File: config.mk
export PLATFORM = sky130hd
export DESIGN_NAME = wdt_top
export DESIGN_NICKNAME = d
export VERILOG_FILES = /design/src/core/wdt_top.v
export VERILOG_INCLUDE_DIRS = /design/src /design/src/core
export SDC_FILE = /design/constraint.sdc
export NUM_CORES = 1
export LEC_CHECK = 0
export ABC_AREA = 1
export BUFFER_PORTS_ARGS = -buffer_cell sky130_fd_sc_hd__buf_2
export CORE_ASPECT_RATIO = 0.8
export CORE_MARGIN = 4
export CORE_UTILIZATION = 50
export CTS_CLUSTER_DIAMETER = 120
export DETAILED_ROUTE_END_ITERATION = 10
export GPL_ROUTABILITY_DRIVEN = 0
export HOLD_SLACK_MARGIN = 0.02
export PLACE_DENSITY = 0.86
export SLEW_MARGIN = 40
export SYNTH_ARGS = -nofsm -noshare
export SYNTH_HDL_FRONTEND = slang
export SYNTH_SLANG_ARGS = --single-unit
export TNS_END_PERCENT = 10
File: constraint.sdc
create_clock -name aclk -period 2.5 [get_ports aclk]
set_clock_uncertainty 0.05 [all_clocks]
set_input_delay 0.25 -clock aclk [delete_from_list [all_inputs] [get_ports aclk]]
set_output_delay 0.25 -clock aclk [all_outputs]
set_load 0.02 [all_outputs]
File: src/core/wdt_defines.vh
// Purpose: Constants for the watchdog wake and reset timer.
// Assumes: 125 MHz system clock, 32-bit AXI4-Lite register access.
// Notes: Offsets are full byte addresses.
`ifndef WDT_DEFINES_VH
`define WDT_DEFINES_VH

`define WDT_ADDR_W 32
`define WDT_STATUS_ADDR 32'hFFF7FD94
`define WDT_CONTROL_ADDR 32'hFFF7FD98
`define WDT_MASK_ADDR 32'hFFF7FD9C

// Status bits.
`define WDT_ST_HALF_RAW 3
`define WDT_ST_TERM_RAW 2
`define WDT_ST_HALF_LAT 1
`define WDT_ST_TERM_LAT 0

// Control bits.
`define WDT_CT_PER_HI 14
`define WDT_CT_PER_LO 8
`define WDT_CT_PROTECT_N 6
`define WDT_CT_CPU_RST_EN 5
`define WDT_CT_TERM_IRQ_EN 4
`define WDT_CT_HALF_IRQ_EN 3
`define WDT_CT_HALF_CMP_EN 2
`define WDT_CT_TERM_CMP_EN 1
`define WDT_CT_CNT_CLEAR 0

// Reset values.
`define WDT_PERIOD_RST 7'h7F
`define WDT_MASK_RST 2'h3

// One period step is 10 ms; the counter runs in half steps of 5 ms.
`define WDT_STEP_MS 10
`define WDT_CLK_KHZ 125000
`define WDT_HALF_STEP_CYC (`WDT_STEP_MS * `WDT_CLK_KHZ / 2)
`define WDT_PRE_W 20
`define WDT_CNT_W 9

// AXI responses.
`define WDT_RESP_OKAY 2'h0
`define WDT_RESP_SLVERR 2'h2

`endif

File: src/core/wdt_top.v
// Purpose: Watchdog with half-count wake and full-count reset events.
// Assumes: Synchronous active-low reset acts as power-on reset.
// Notes: Registers are reached over AXI4-Lite, one access at a time.
`timescale 1ns/100ps
`include "wdt_defines.vh"

module wdt_top #(
  parameter [`WDT_PRE_W-1:0] HALF_STEP_CYC = `WDT_HALF_STEP_CYC
) (
  input wire aclk, // System clock.
  input wire aresetn, // Synchronous reset, active low.
  input wire [`WDT_ADDR_W-1:0] s_axi_awaddr, // Write address.
  input wire [2:0] s_axi_awprot, // Write protection type.
  input wire s_axi_awvalid, // Write address valid.
  output reg s_axi_awready, // Write address ready.
  input wire [31:0] s_axi_wdata, // Write data.
  input wire [3:0] s_axi_wstrb, // Write byte strobes.
  input wire s_axi_wvalid, // Write data valid.
  output reg s_axi_wready, // Write data ready.
  output reg [1:0] s_axi_bresp, // Write response.
  output reg s_axi_bvalid, // Write response valid.
  input wire s_axi_bready, // Write response ready.
  input wire [`WDT_ADDR_W-1:0] s_axi_araddr, // Read address.
  input wire [2:0] s_axi_arprot, // Read protection type.
  input wire s_axi_arvalid, // Read address valid.
  output reg s_axi_arready, // Read address ready.
  output reg [31:0] s_axi_rdata, // Read data.
  output reg [1:0] s_axi_rresp, // Read response.
  output reg s_axi_rvalid, // Read data valid.
  input wire s_axi_rready, // Read data ready.
  output reg half_count_irq_q, // Wake event interrupt.
  output reg terminal_irq_q, // Terminal event interrupt.
  output reg irq_q, // Combined masked interrupt.
  output reg core_reset_q // Processor reset request.
);

  // Control register fields.
  reg [6:0] timeout_period_q;
  reg protect_n_q;
  reg cpu_reset_enable_q;
  reg terminal_irq_enable_q;
  reg half_count_irq_enable_q;
  reg half_count_compare_enable_q;
  reg terminal_compare_enable_q;
  reg counter_clear_q;
  reg [1:0] irq_mask_q;

  // Counters and status.
  reg [`WDT_PRE_W-1:0] pre_q;
  reg [`WDT_CNT_W-1:0] cnt_q;
  reg half_count_raw_q;
  reg terminal_count_raw_q;
  reg half_count_latched_q;
  reg terminal_count_latched_q;

  // Write channel capture.
  reg aw_have_q;
  reg w_have_q;
  reg [`WDT_ADDR_W-1:0] aw_addr_q;
  reg [31:0] w_data_q;
  reg [3:0] w_strb_q;

  wire [`WDT_CNT_W-1:0] half_pt;
  wire [`WDT_CNT_W-1:0] term_pt;
  wire run;
  wire half_step;
  wire half_d;
  wire term_d;
  wire aw_hs;
  wire w_hs;
  wire wr_go;
  wire ar_hs;
  wire rd_status;
  wire [`WDT_ADDR_W-1:0] wr_addr;
  wire [31:0] wr_data;
  wire [3:0] wr_strb;

  // Terminal count in 5 ms half steps; the wake point is half of it.
  assign half_pt = {1'b0, timeout_period_q} + 9'h001;
  assign term_pt = {half_pt[`WDT_CNT_W-2:0], 1'b0};

  // Counting needs a comparator enabled and no pending clear.
  assign run = (half_count_compare_enable_q | terminal_compare_enable_q) &
               ~counter_clear_q;
  assign half_step = run & (pre_q == HALF_STEP_CYC - 1'b1);

  assign half_d = half_count_compare_enable_q & (cnt_q >= half_pt);
  assign term_d = terminal_compare_enable_q & (cnt_q >= term_pt);

  // A write may take address and data in the same cycle as they arrive.
  assign aw_hs = s_axi_awvalid & s_axi_awready;
  assign w_hs = s_axi_wvalid & s_axi_wready;
  assign wr_addr = aw_have_q ? aw_addr_q : s_axi_awaddr;
  assign wr_data = w_have_q ? w_data_q : s_axi_wdata;
  assign wr_strb = w_have_q ? w_strb_q : s_axi_wstrb;
  assign wr_go = (aw_have_q | aw_hs) & (w_have_q | w_hs) & ~s_axi_bvalid;
  assign ar_hs = s_axi_arvalid & s_axi_arready;
  assign rd_status = ar_hs & (s_axi_araddr == `WDT_STATUS_ADDR);

  // Only aligned full-address hits are mapped.
  function hit;
    input [`WDT_ADDR_W-1:0] a;
    begin
      hit = (a == `WDT_STATUS_ADDR) | (a == `WDT_CONTROL_ADDR) |
            (a == `WDT_MASK_ADDR);
    end
  endfunction

  // Write address and data are accepted in either order.
  always @(posedge aclk) begin
    if (!aresetn) begin
      aw_have_q <= 1'b0;
      w_have_q <= 1'b0;
      aw_addr_q <= 32'h00000000;
      w_data_q <= 32'h00000000;
      w_strb_q <= 4'h0;
      s_axi_awready <= 1'b0;
      s_axi_wready <= 1'b0;
      s_axi_bvalid <= 1'b0;
      s_axi_bresp <= `WDT_RESP_OKAY;
    end else begin
      if (aw_hs) begin
        aw_addr_q <= s_axi_awaddr;
      end
      if (w_hs) begin
        w_data_q <= s_axi_wdata;
        w_strb_q <= s_axi_wstrb;
      end
      if (wr_go) begin
        aw_have_q <= 1'b0;
        w_have_q <= 1'b0;
        s_axi_bvalid <= 1'b1;
        s_axi_bresp <= hit(wr_addr) ? `WDT_RESP_OKAY : `WDT_RESP_SLVERR;
      end else begin
        if (aw_hs) begin
          aw_have_q <= 1'b1;
        end
        if (w_hs) begin
          w_have_q <= 1'b1;
        end
        if (s_axi_bvalid && s_axi_bready) begin
          s_axi_bvalid <= 1'b0;
        end
      end
      // Ready drops after each handshake until the response is gone.
      s_axi_awready <= ~(aw_have_q | aw_hs) | wr_go;
      s_axi_wready <= ~(w_have_q | w_hs) | wr_go;
      if (aw_hs || (aw_have_q && !wr_go)) begin
        s_axi_awready <= 1'b0;
      end
      if (w_hs || (w_have_q && !wr_go)) begin
        s_axi_wready <= 1'b0;
      end
      if (wr_go || s_axi_bvalid) begin
        s_axi_awready <= 1'b0;
        s_axi_wready <= 1'b0;
      end
      if (s_axi_bvalid && s_axi_bready) begin
        s_axi_awready <= 1'b1;
        s_axi_wready <= 1'b1;
      end
    end
  end

  // Control register and mask.
  always @(posedge aclk) begin
    if (!aresetn) begin
      timeout_period_q <= `WDT_PERIOD_RST;
      protect_n_q <= 1'b1;
      cpu_reset_enable_q <= 1'b0;
      terminal_irq_enable_q <= 1'b0;
      half_count_irq_enable_q <= 1'b0;
      half_count_compare_enable_q <= 1'b0;
      terminal_compare_enable_q <= 1'b0;
      counter_clear_q <= 1'b1;
      irq_mask_q <= `WDT_MASK_RST;
    end else begin
      // The clear holds the counters until counting may resume.
      if (counter_clear_q &&
          (half_count_compare_enable_q || terminal_compare_enable_q)) begin
        counter_clear_q <= 1'b0;
      end
      if (wr_go && wr_addr == `WDT_CONTROL_ADDR) begin
        if (wr_strb[1]) begin
          timeout_period_q <= wr_data[`WDT_CT_PER_HI:`WDT_CT_PER_LO];
        end
        if (wr_strb[0]) begin
          terminal_irq_enable_q <= wr_data[`WDT_CT_TERM_IRQ_EN];
          half_count_irq_enable_q <= wr_data[`WDT_CT_HALF_IRQ_EN];
          if (wr_data[`WDT_CT_CNT_CLEAR]) begin
            counter_clear_q <= 1'b1;
          end
          if (protect_n_q) begin
            cpu_reset_enable_q <= wr_data[`WDT_CT_CPU_RST_EN];
            half_count_compare_enable_q <=
              wr_data[`WDT_CT_HALF_CMP_EN];
            terminal_compare_enable_q <=
              wr_data[`WDT_CT_TERM_CMP_EN];
          end
          // Once low, protect only returns high through reset.
          if (!wr_data[`WDT_CT_PROTECT_N]) begin
            protect_n_q <= 1'b0;
            cpu_reset_enable_q <= 1'b1;
            half_count_compare_enable_q <= 1'b1;
            terminal_compare_enable_q <= 1'b1;
          end
        end
      end
      // The mask gates only the combined line; each event line ignores it,
      // so software can poll one event while the shared line stays quiet.
      if (wr_go && wr_addr == `WDT_MASK_ADDR && wr_strb[0]) begin
        irq_mask_q <= wr_data[`WDT_ST_HALF_LAT:`WDT_ST_TERM_LAT];
      end
    end
  end

  // Prescaler and half-step counter; the count holds at the terminal.
  always @(posedge aclk) begin
    if (!aresetn) begin
      pre_q <= {`WDT_PRE_W{1'b0}};
      cnt_q <= {`WDT_CNT_W{1'b0}};
    end else if (!run) begin
      pre_q <= {`WDT_PRE_W{1'b0}};
      if (counter_clear_q) begin
        cnt_q <= {`WDT_CNT_W{1'b0}};
      end
    end else if (half_step) begin
      pre_q <= {`WDT_PRE_W{1'b0}};
      // Saturating keeps the raw terminal bit and the core reset steady.
      if (cnt_q < term_pt) begin
        cnt_q <= cnt_q + 9'h001;
      end
    end else begin
      pre_q <= pre_q + 1'b1;
    end
  end

  // Raw and latched status; a new event wins over the read clear.
  always @(posedge aclk) begin
    if (!aresetn) begin
      half_count_raw_q <= 1'b0;
      terminal_count_raw_q <= 1'b0;
      half_count_latched_q <= 1'b0;
      terminal_count_latched_q <= 1'b0;
    end else begin
      half_count_raw_q <= half_d;
      terminal_count_raw_q <= term_d;
      if (half_d && !half_count_raw_q) begin
        half_count_latched_q <= 1'b1;
      end else if (rd_status) begin
        half_count_latched_q <= 1'b0;
      end
      if (term_d && !terminal_count_raw_q) begin
        terminal_count_latched_q <= 1'b1;
      end else if (rd_status) begin
        terminal_count_latched_q <= 1'b0;
      end
    end
  end

  // Interrupt and processor reset outputs.
  always @(posedge aclk) begin
    if (!aresetn) begin
      half_count_irq_q <= 1'b0;
      terminal_irq_q <= 1'b0;
      irq_q <= 1'b0;
      core_reset_q <= 1'b0;
    end else begin
      half_count_irq_q <= half_count_latched_q &
                          half_count_irq_enable_q;
      terminal_irq_q <= terminal_count_latched_q &
                        terminal_irq_enable_q;
      irq_q <= (half_count_latched_q & half_count_irq_enable_q &
                irq_mask_q[`WDT_ST_HALF_LAT]) |
               (terminal_count_latched_q & terminal_irq_enable_q &
                irq_mask_q[`WDT_ST_TERM_LAT]);
      // Software that fails to clear in time gets this reset.
      core_reset_q <= terminal_count_raw_q & cpu_reset_enable_q;
    end
  end

  // Read channel; one read outstanding, data registered on acceptance.
  always @(posedge aclk) begin
    if (!aresetn) begin
      s_axi_arready <= 1'b0;
      s_axi_rvalid <= 1'b0;
      s_axi_rdata <= 32'h00000000;
      s_axi_rresp <= `WDT_RESP_OKAY;
    end else begin
      if (ar_hs) begin
        s_axi_arready <= 1'b0;
        s_axi_rvalid <= 1'b1;
        s_axi_rresp <= `WDT_RESP_OKAY;
        s_axi_rdata <= 32'h00000000;
        case (s_axi_araddr)
          `WDT_STATUS_ADDR: begin
            s_axi_rdata[3:0] <= {half_count_raw_q, terminal_count_raw_q,
                                 half_count_latched_q,
                                 terminal_count_latched_q};
          end
          `WDT_CONTROL_ADDR: begin
            s_axi_rdata[15:0] <= {1'b0, timeout_period_q, 1'b0,
                                  protect_n_q, cpu_reset_enable_q,
                                  terminal_irq_enable_q,
                                  half_count_irq_enable_q,
                                  half_count_compare_enable_q,
                                  terminal_compare_enable_q,
                                  counter_clear_q};
          end
          `WDT_MASK_ADDR: begin
            s_axi_rdata[1:0] <= irq_mask_q;
          end
          // Unmapped reads return zero so software never sees stale data.
          default: begin
            s_axi_rresp <= `WDT_RESP_SLVERR;
          end
        endcase
      end else if (s_axi_rvalid && s_axi_rready) begin
        s_axi_rvalid <= 1'b0;
        s_axi_arready <= 1'b1;
      end else if (!s_axi_rvalid) begin
        s_axi_arready <= 1'b1;
      end
    end
  end

endmodule

Yosys cells after proc, flatten, opt, wreduce, memory -nomap -nowiden
Index checks and enable logic that the tools add are counted.
{"block": "op_classes", "addsub": 3, "n_lt_le_gt_ge": 3, "n_eq_ne": 11, "muxes": 37, "bitwise": 30, "n_reduce_logical": 31}
{"cell": "$eq A32 B32 Y1 const B", "count": 6}
{"cell": "$mux W9", "count": 4}
{"cell": "$mux W32", "count": 1}
{"cell": "$mux W1", "count": 25}
{"cell": "$add A20 B1 Y20 const B", "count": 1}
{"cell": "$eq A20 B20 Y1 const B", "count": 1}
{"cell": "$and A1 B1 Y1", "count": 15}
{"cell": "$mux W15", "count": 1}
{"cell": "$mux W11", "count": 1}
{"cell": "$logic_and A1 B1 Y1", "count": 10}
{"cell": "$reduce_bool A2 Y1", "count": 5}
{"cell": "$add A9 B1 Y9 const B", "count": 1}
{"cell": "$ge A9 B8 Y1", "count": 1}
{"cell": "$ge A9 B9 Y1", "count": 1}
{"cell": "$lt A9 B9 Y1", "count": 1}
{"cell": "$reduce_and A3 Y1", "count": 3}
{"cell": "$add A7 B1 Y8 const B", "count": 1}
{"cell": "$or A1 B1 Y1", "count": 8}
{"cell": "$not A1 Y1", "count": 7}
{"cell": "$mux W2", "count": 3}
{"cell": "$ne A2 B1 Y1 const B", "count": 3}
{"cell": "$pmux W2 S3", "count": 1}
{"cell": "$reduce_or A3 Y1", "count": 2}
{"cell": "$logic_or A1 B1 Y1", "count": 4}
{"cell": "other kinds (5)", "count": 9}
{"block": "totals", "register_bits": 129, "wordCells": 147}

Depth between registers and ports, before layout
{"block": "depth", "ltp_word": 10, "mapped_depth": 15, "ltp_nobuf": 14}

Least setup slack after synthesis
No wires, ideal clock.
{"block": "synth_timing", "kind": "reg-to-reg", "startpoint": "register timeout_period_q[1]", "endpoint": "register cnt_q[3]", "setup_time_ns": 0.113, "arrival_ns": 1.805, "required_time_ns": 2.337, "setup_slack_ns": 0.532, "path_stages_with_launch": 12, "path_buffers": 0, "cell_sequence": "dfxtp_1 > ha_1 > nand3_1 > xor2_1 > ha_1 > nand2_1 > nor2_2 > nand3_2 > nand3_4 > nand2_4 > nor2_1 > nor2_1"}
{"block": "synth_between", "elab_chain_cells": 4}
{"item": "start: declaration", "line_no": "wdt_top.v:38", "text": "reg [6:0] timeout_period_q;"}
{"item": "start signal: assignment", "line_no": "wdt_top.v:168", "text": "timeout_period_q <= `WDT_PERIOD_RST;"}
{"item": "start signal: assignment", "line_no": "wdt_top.v:185", "text": "timeout_period_q <= wr_data[`WDT_CT_PER_HI:`WDT_CT_PER_LO];"}
{"item": "$add A7 B1 Y8", "line_no": "wdt_top.v:79", "text": "assign half_pt = {1'b0, timeout_period_q} + 9'h001;"}
{"item": "$lt A9 B9 Y1", "line_no": "wdt_top.v:230", "text": "if (cnt_q < term_pt) begin"}
{"item": "$ne A2 B1 Y1 (no source line)"}
{"item": "$reduce_and A3 Y1 (no source line)"}
{"item": "end signal: assignment", "line_no": "wdt_top.v:221", "text": "cnt_q <= {`WDT_CNT_W{1'b0}};"}
{"item": "end signal: assignment", "line_no": "wdt_top.v:225", "text": "cnt_q <= {`WDT_CNT_W{1'b0}};"}
{"item": "end signal: assignment", "line_no": "wdt_top.v:231", "text": "cnt_q <= cnt_q + 9'h001;"}
{"item": "end: declaration", "line_no": "wdt_top.v:50", "text": "reg [`WDT_CNT_W-1:0] cnt_q;"}
Every way passes these cells.
A chain may end at the register's enable or synchronous reset.

Final worst setup path
Ends and elaborated chain as after synthesis.

==> key figures <==
Timing
  – Setup_tns: 0 ns
  – Slew HR: 48.65%
  – Worst slew pin tran: about 0.77 ns
  – FMAX: 442.1 MHz
  – Unrepaired setup endpoints after global routing: false
  – Final hold vios: 0
  – Final setup vio count: 0
  – Final Critical Period: 2.262 ns
  – Max-slew violation count: 0
  – Final period util: 90.48%

Synthesis
  – Top-area cell type share of the netlist area: about two fifths
  – Ys Warns: 0
  – Seq cells post-synth: 124
  – Area leader, netlist: dfxtp_1
  – Ys flop type: dfxtp_1
  – Post-synthesis sequential area ratio: 39.81%
  – Mapped cell area: a little over 6000 sq um
  – Post-synth EDFFs: 0
  – Synth async-reset ratio: 0%
  – Synth unique cells: 48
  – Top-count cell post-synth: nand2_1
  – Post-Synthesis Cells: 880
  – Synth top cells by count: nand2_1 (152), dfxtp_1 (124), nor2_1 (105), inv_1 (94), nand3_1 (80)
  – Mean post-synth cell area: 7.086 sq um
  – Synth area leaders: dfxtp_1 (40%), nand2_1 (9.1%), nand3_1 (6.4%)

Floorplan
  – Die Height: ~110 microns
  – Full die area: around 14000 sq um
  – Num rows: 36
  – # IOs: 158
  – Die Wd: 132.9 microns
  – Initial core utilization: 51.09%
  – Core area: 12210 sq um

Critical path
  – CP cell instances: ha_2 > xnor2_1 > ha_1 > nand3b_1 > a31oi_1 > nand3_2 > nand3_4 > nand2_4 > nand2_1 > nand2_1 > nor2_1
  – Slowest CP cell: dfxtp_1
  – Worst path max stage delay: 0.44 ns
  – CP Class: reg -> reg
  – Most used cell, CP: nand2_1
  – Worst Setup End Kind: flip-flop
  – CP arrival: between 2 and 3 ns
  – Critical Path Start Type: flip-flop
  – Buffers plus inverters on the worst setup path: 0
  – Crit-path leading delay family: simple AND/OR/NAND/NOR gates
  – Crit path required time: 2.80 ns
  – Worst-path fanout max: 10

CTS
  – CTS tree: done
  – Clock sink total: 124
  – CTS Root Cell: clkbuf_16
  – Post-CTS setup repair buffer count: 0
  – CTS Buf Count: 17
  – Hold-fix buffers at CTS: 0
  – Clk_lat worst skew: around 0.42 ns
  – Clock-pin slew on the worst setup and hold paths: 0.05 ns
  – CTS resizes: 0
  – Clock Path Buffers: 2
  – H-tree lvl count: 4

Finish
  – Fin util: between 60% and 70%
  – Final instance area: 7505 sq um
  – Final Non-Filler Cells: 1174
  – Final-stage net count: 1118
  – N_diodes: 0
  – Synth-to-Final Area Change: 20.35%
  – Fraction of layout instances using a drive strength above 1: 18.54%

GRT
  – Met1 Usage GRT: 30.05%
  – Total GRT Usage: between 20% and 30%
  – GR peak layer: met2
  – M2 GR Usage: a little over a third
  – Global route overflow: 0
  – Number of global-route vias before repair: 5756
  – First-pass GRT wire length: 26610 microns
  – Met3 usage: 6.495%
  – Largest net degree at the start of global routing: 85
  – Initial antenna violation count: 0

Worst hold path
  – Worst hold path type: in -> reg

Placement
  – DP Cell Count: roughly 1100
  – # port buffers: 111
  – Area after DPL: 6887 sq um
  – Final HPWL DP: around 11000 microns

Routing
  – Via count: 6196
  – Number of remaining DRC errors: 0
  – DR iter-0 viols: 451
  – Routed WL per cell: 13.67 microns
  – Routed WL: 16050 microns
  – Post-route ant nets: 0
  – Drt pass-1 iters: 5
  – Vias per cell: 5.278

Pwr
  – Total power: about 5100 uW
  – Power per cell area: slightly below 700 nW/um^2
  – Max VDD drop: slightly below 0.5 mV
  – Leakage Power: ~0.0034 uW

Job
  – Max-cap violation count: 0

Run status
  – Status: complete, no violations
[where the power goes]
group	switching, uW	internal, uW	total (uW)
clock network	846	1730	2570
registers	43.5	2060	2100
logic	264	140	404
[kinds of logic after synthesis]
logic type | synth area share, %
buf+inv | 10.03
compound gates | 14.04
other cells | 0.06013
mux | 0.3210
simple gates | 32.00
fa+ha+maj | 2.608
flops | 39.81
xor+xnor | 1.124
[area by class of cell]
type | instances | area, sq um
fill | 1075 | 4702
clock buffer | 22 | 474.2
tap | 171 | 214.0
timing repair buffer | 121 | 630.6
inverter | 96 | 360.3
sequential | 124 | 2484
clock inverter | 8 | 140.1
multi-input combinational | 632 | 3202
[state kept, by name, summed over array words and instances (netlist names), 2 cells and up]
signal            cells
aw_addr_q            32
pre_q                20
s_axi_rdata          14
w_data_q             14
cnt_q                 9
timeout_period_q      7
irq_mask_q            2
w_strb_q              2
[placed cells by master, fill, tap and decap left out, types with 4 or more instances in the layout]
cell / instances
buf_4: 10
bufinv_16: 4
xor2_1: 7
nor3_1: 18
nor3b_1: 5
o21ai_0: 76
nand3_1: 80
nand3b_1: 5
nor2_1: 105
buf_2: 111
clkinv_2: 4
nand2_1: 152
a21oi_1: 54
ha_1: 12
a21oi_2: 5
nand4_1: 29
clkbuf_16: 17
dfxtp_1: 123
conb_1: 20
inv_1: 94
or2_2: 5
nor4_1: 8
o21a_1: 6
nand2_2: 8
[worst paths after layout]
| kind | cells past startpoint | from | to | slack, ns |
|---|---|---|---|---|
| hold / removal | 3 | s_axi_wdata[8] | w_data_q[8] | 0.03 |
| setup reg to reg | 11 | timeout_period_q[1] | cnt_q[3] | 0.24 |
| hold reg to reg | 2 | aw_addr_q[24] | aw_addr_q[24] | 0.40 |
| setup / recovery | 11 | timeout_period_q[1] | cnt_q[3] | 0.24 |
[worst reg2reg max path, delay by kind of cell, from the launching register on]
family,cells,cell delay [ns]
adders and majority gates,2,0.63
xor gates and xnor gates,1,0.11
AOI/OAI and AO/OA,1,0.20
DFF,1,0.44
and+or+nand+nor,7,0.76
[metal layers]
metal / up-vias / wire length [microns]
li1: 3127 / -
met1: 2789 / 7305
met2: 264 / 7176
met3: 16 / 1435
met4: 0 / 131
met5: - / 0
[per-stage QoR]
step / hold WS (ns) / worst slack, ns
6_report: 0.03487 / 0.2381
5_1_grt: 0.04240 / 0.03141
4_1_cts: 0.02531 / 0.1774
3_5_place_dp: 0.3978 / 0.2051
3_3_place_gp: 0.3881 / 0.2665
2_1_floorplan: 0.3431 / 0.5325
Power figures use the tool's default switching activity.
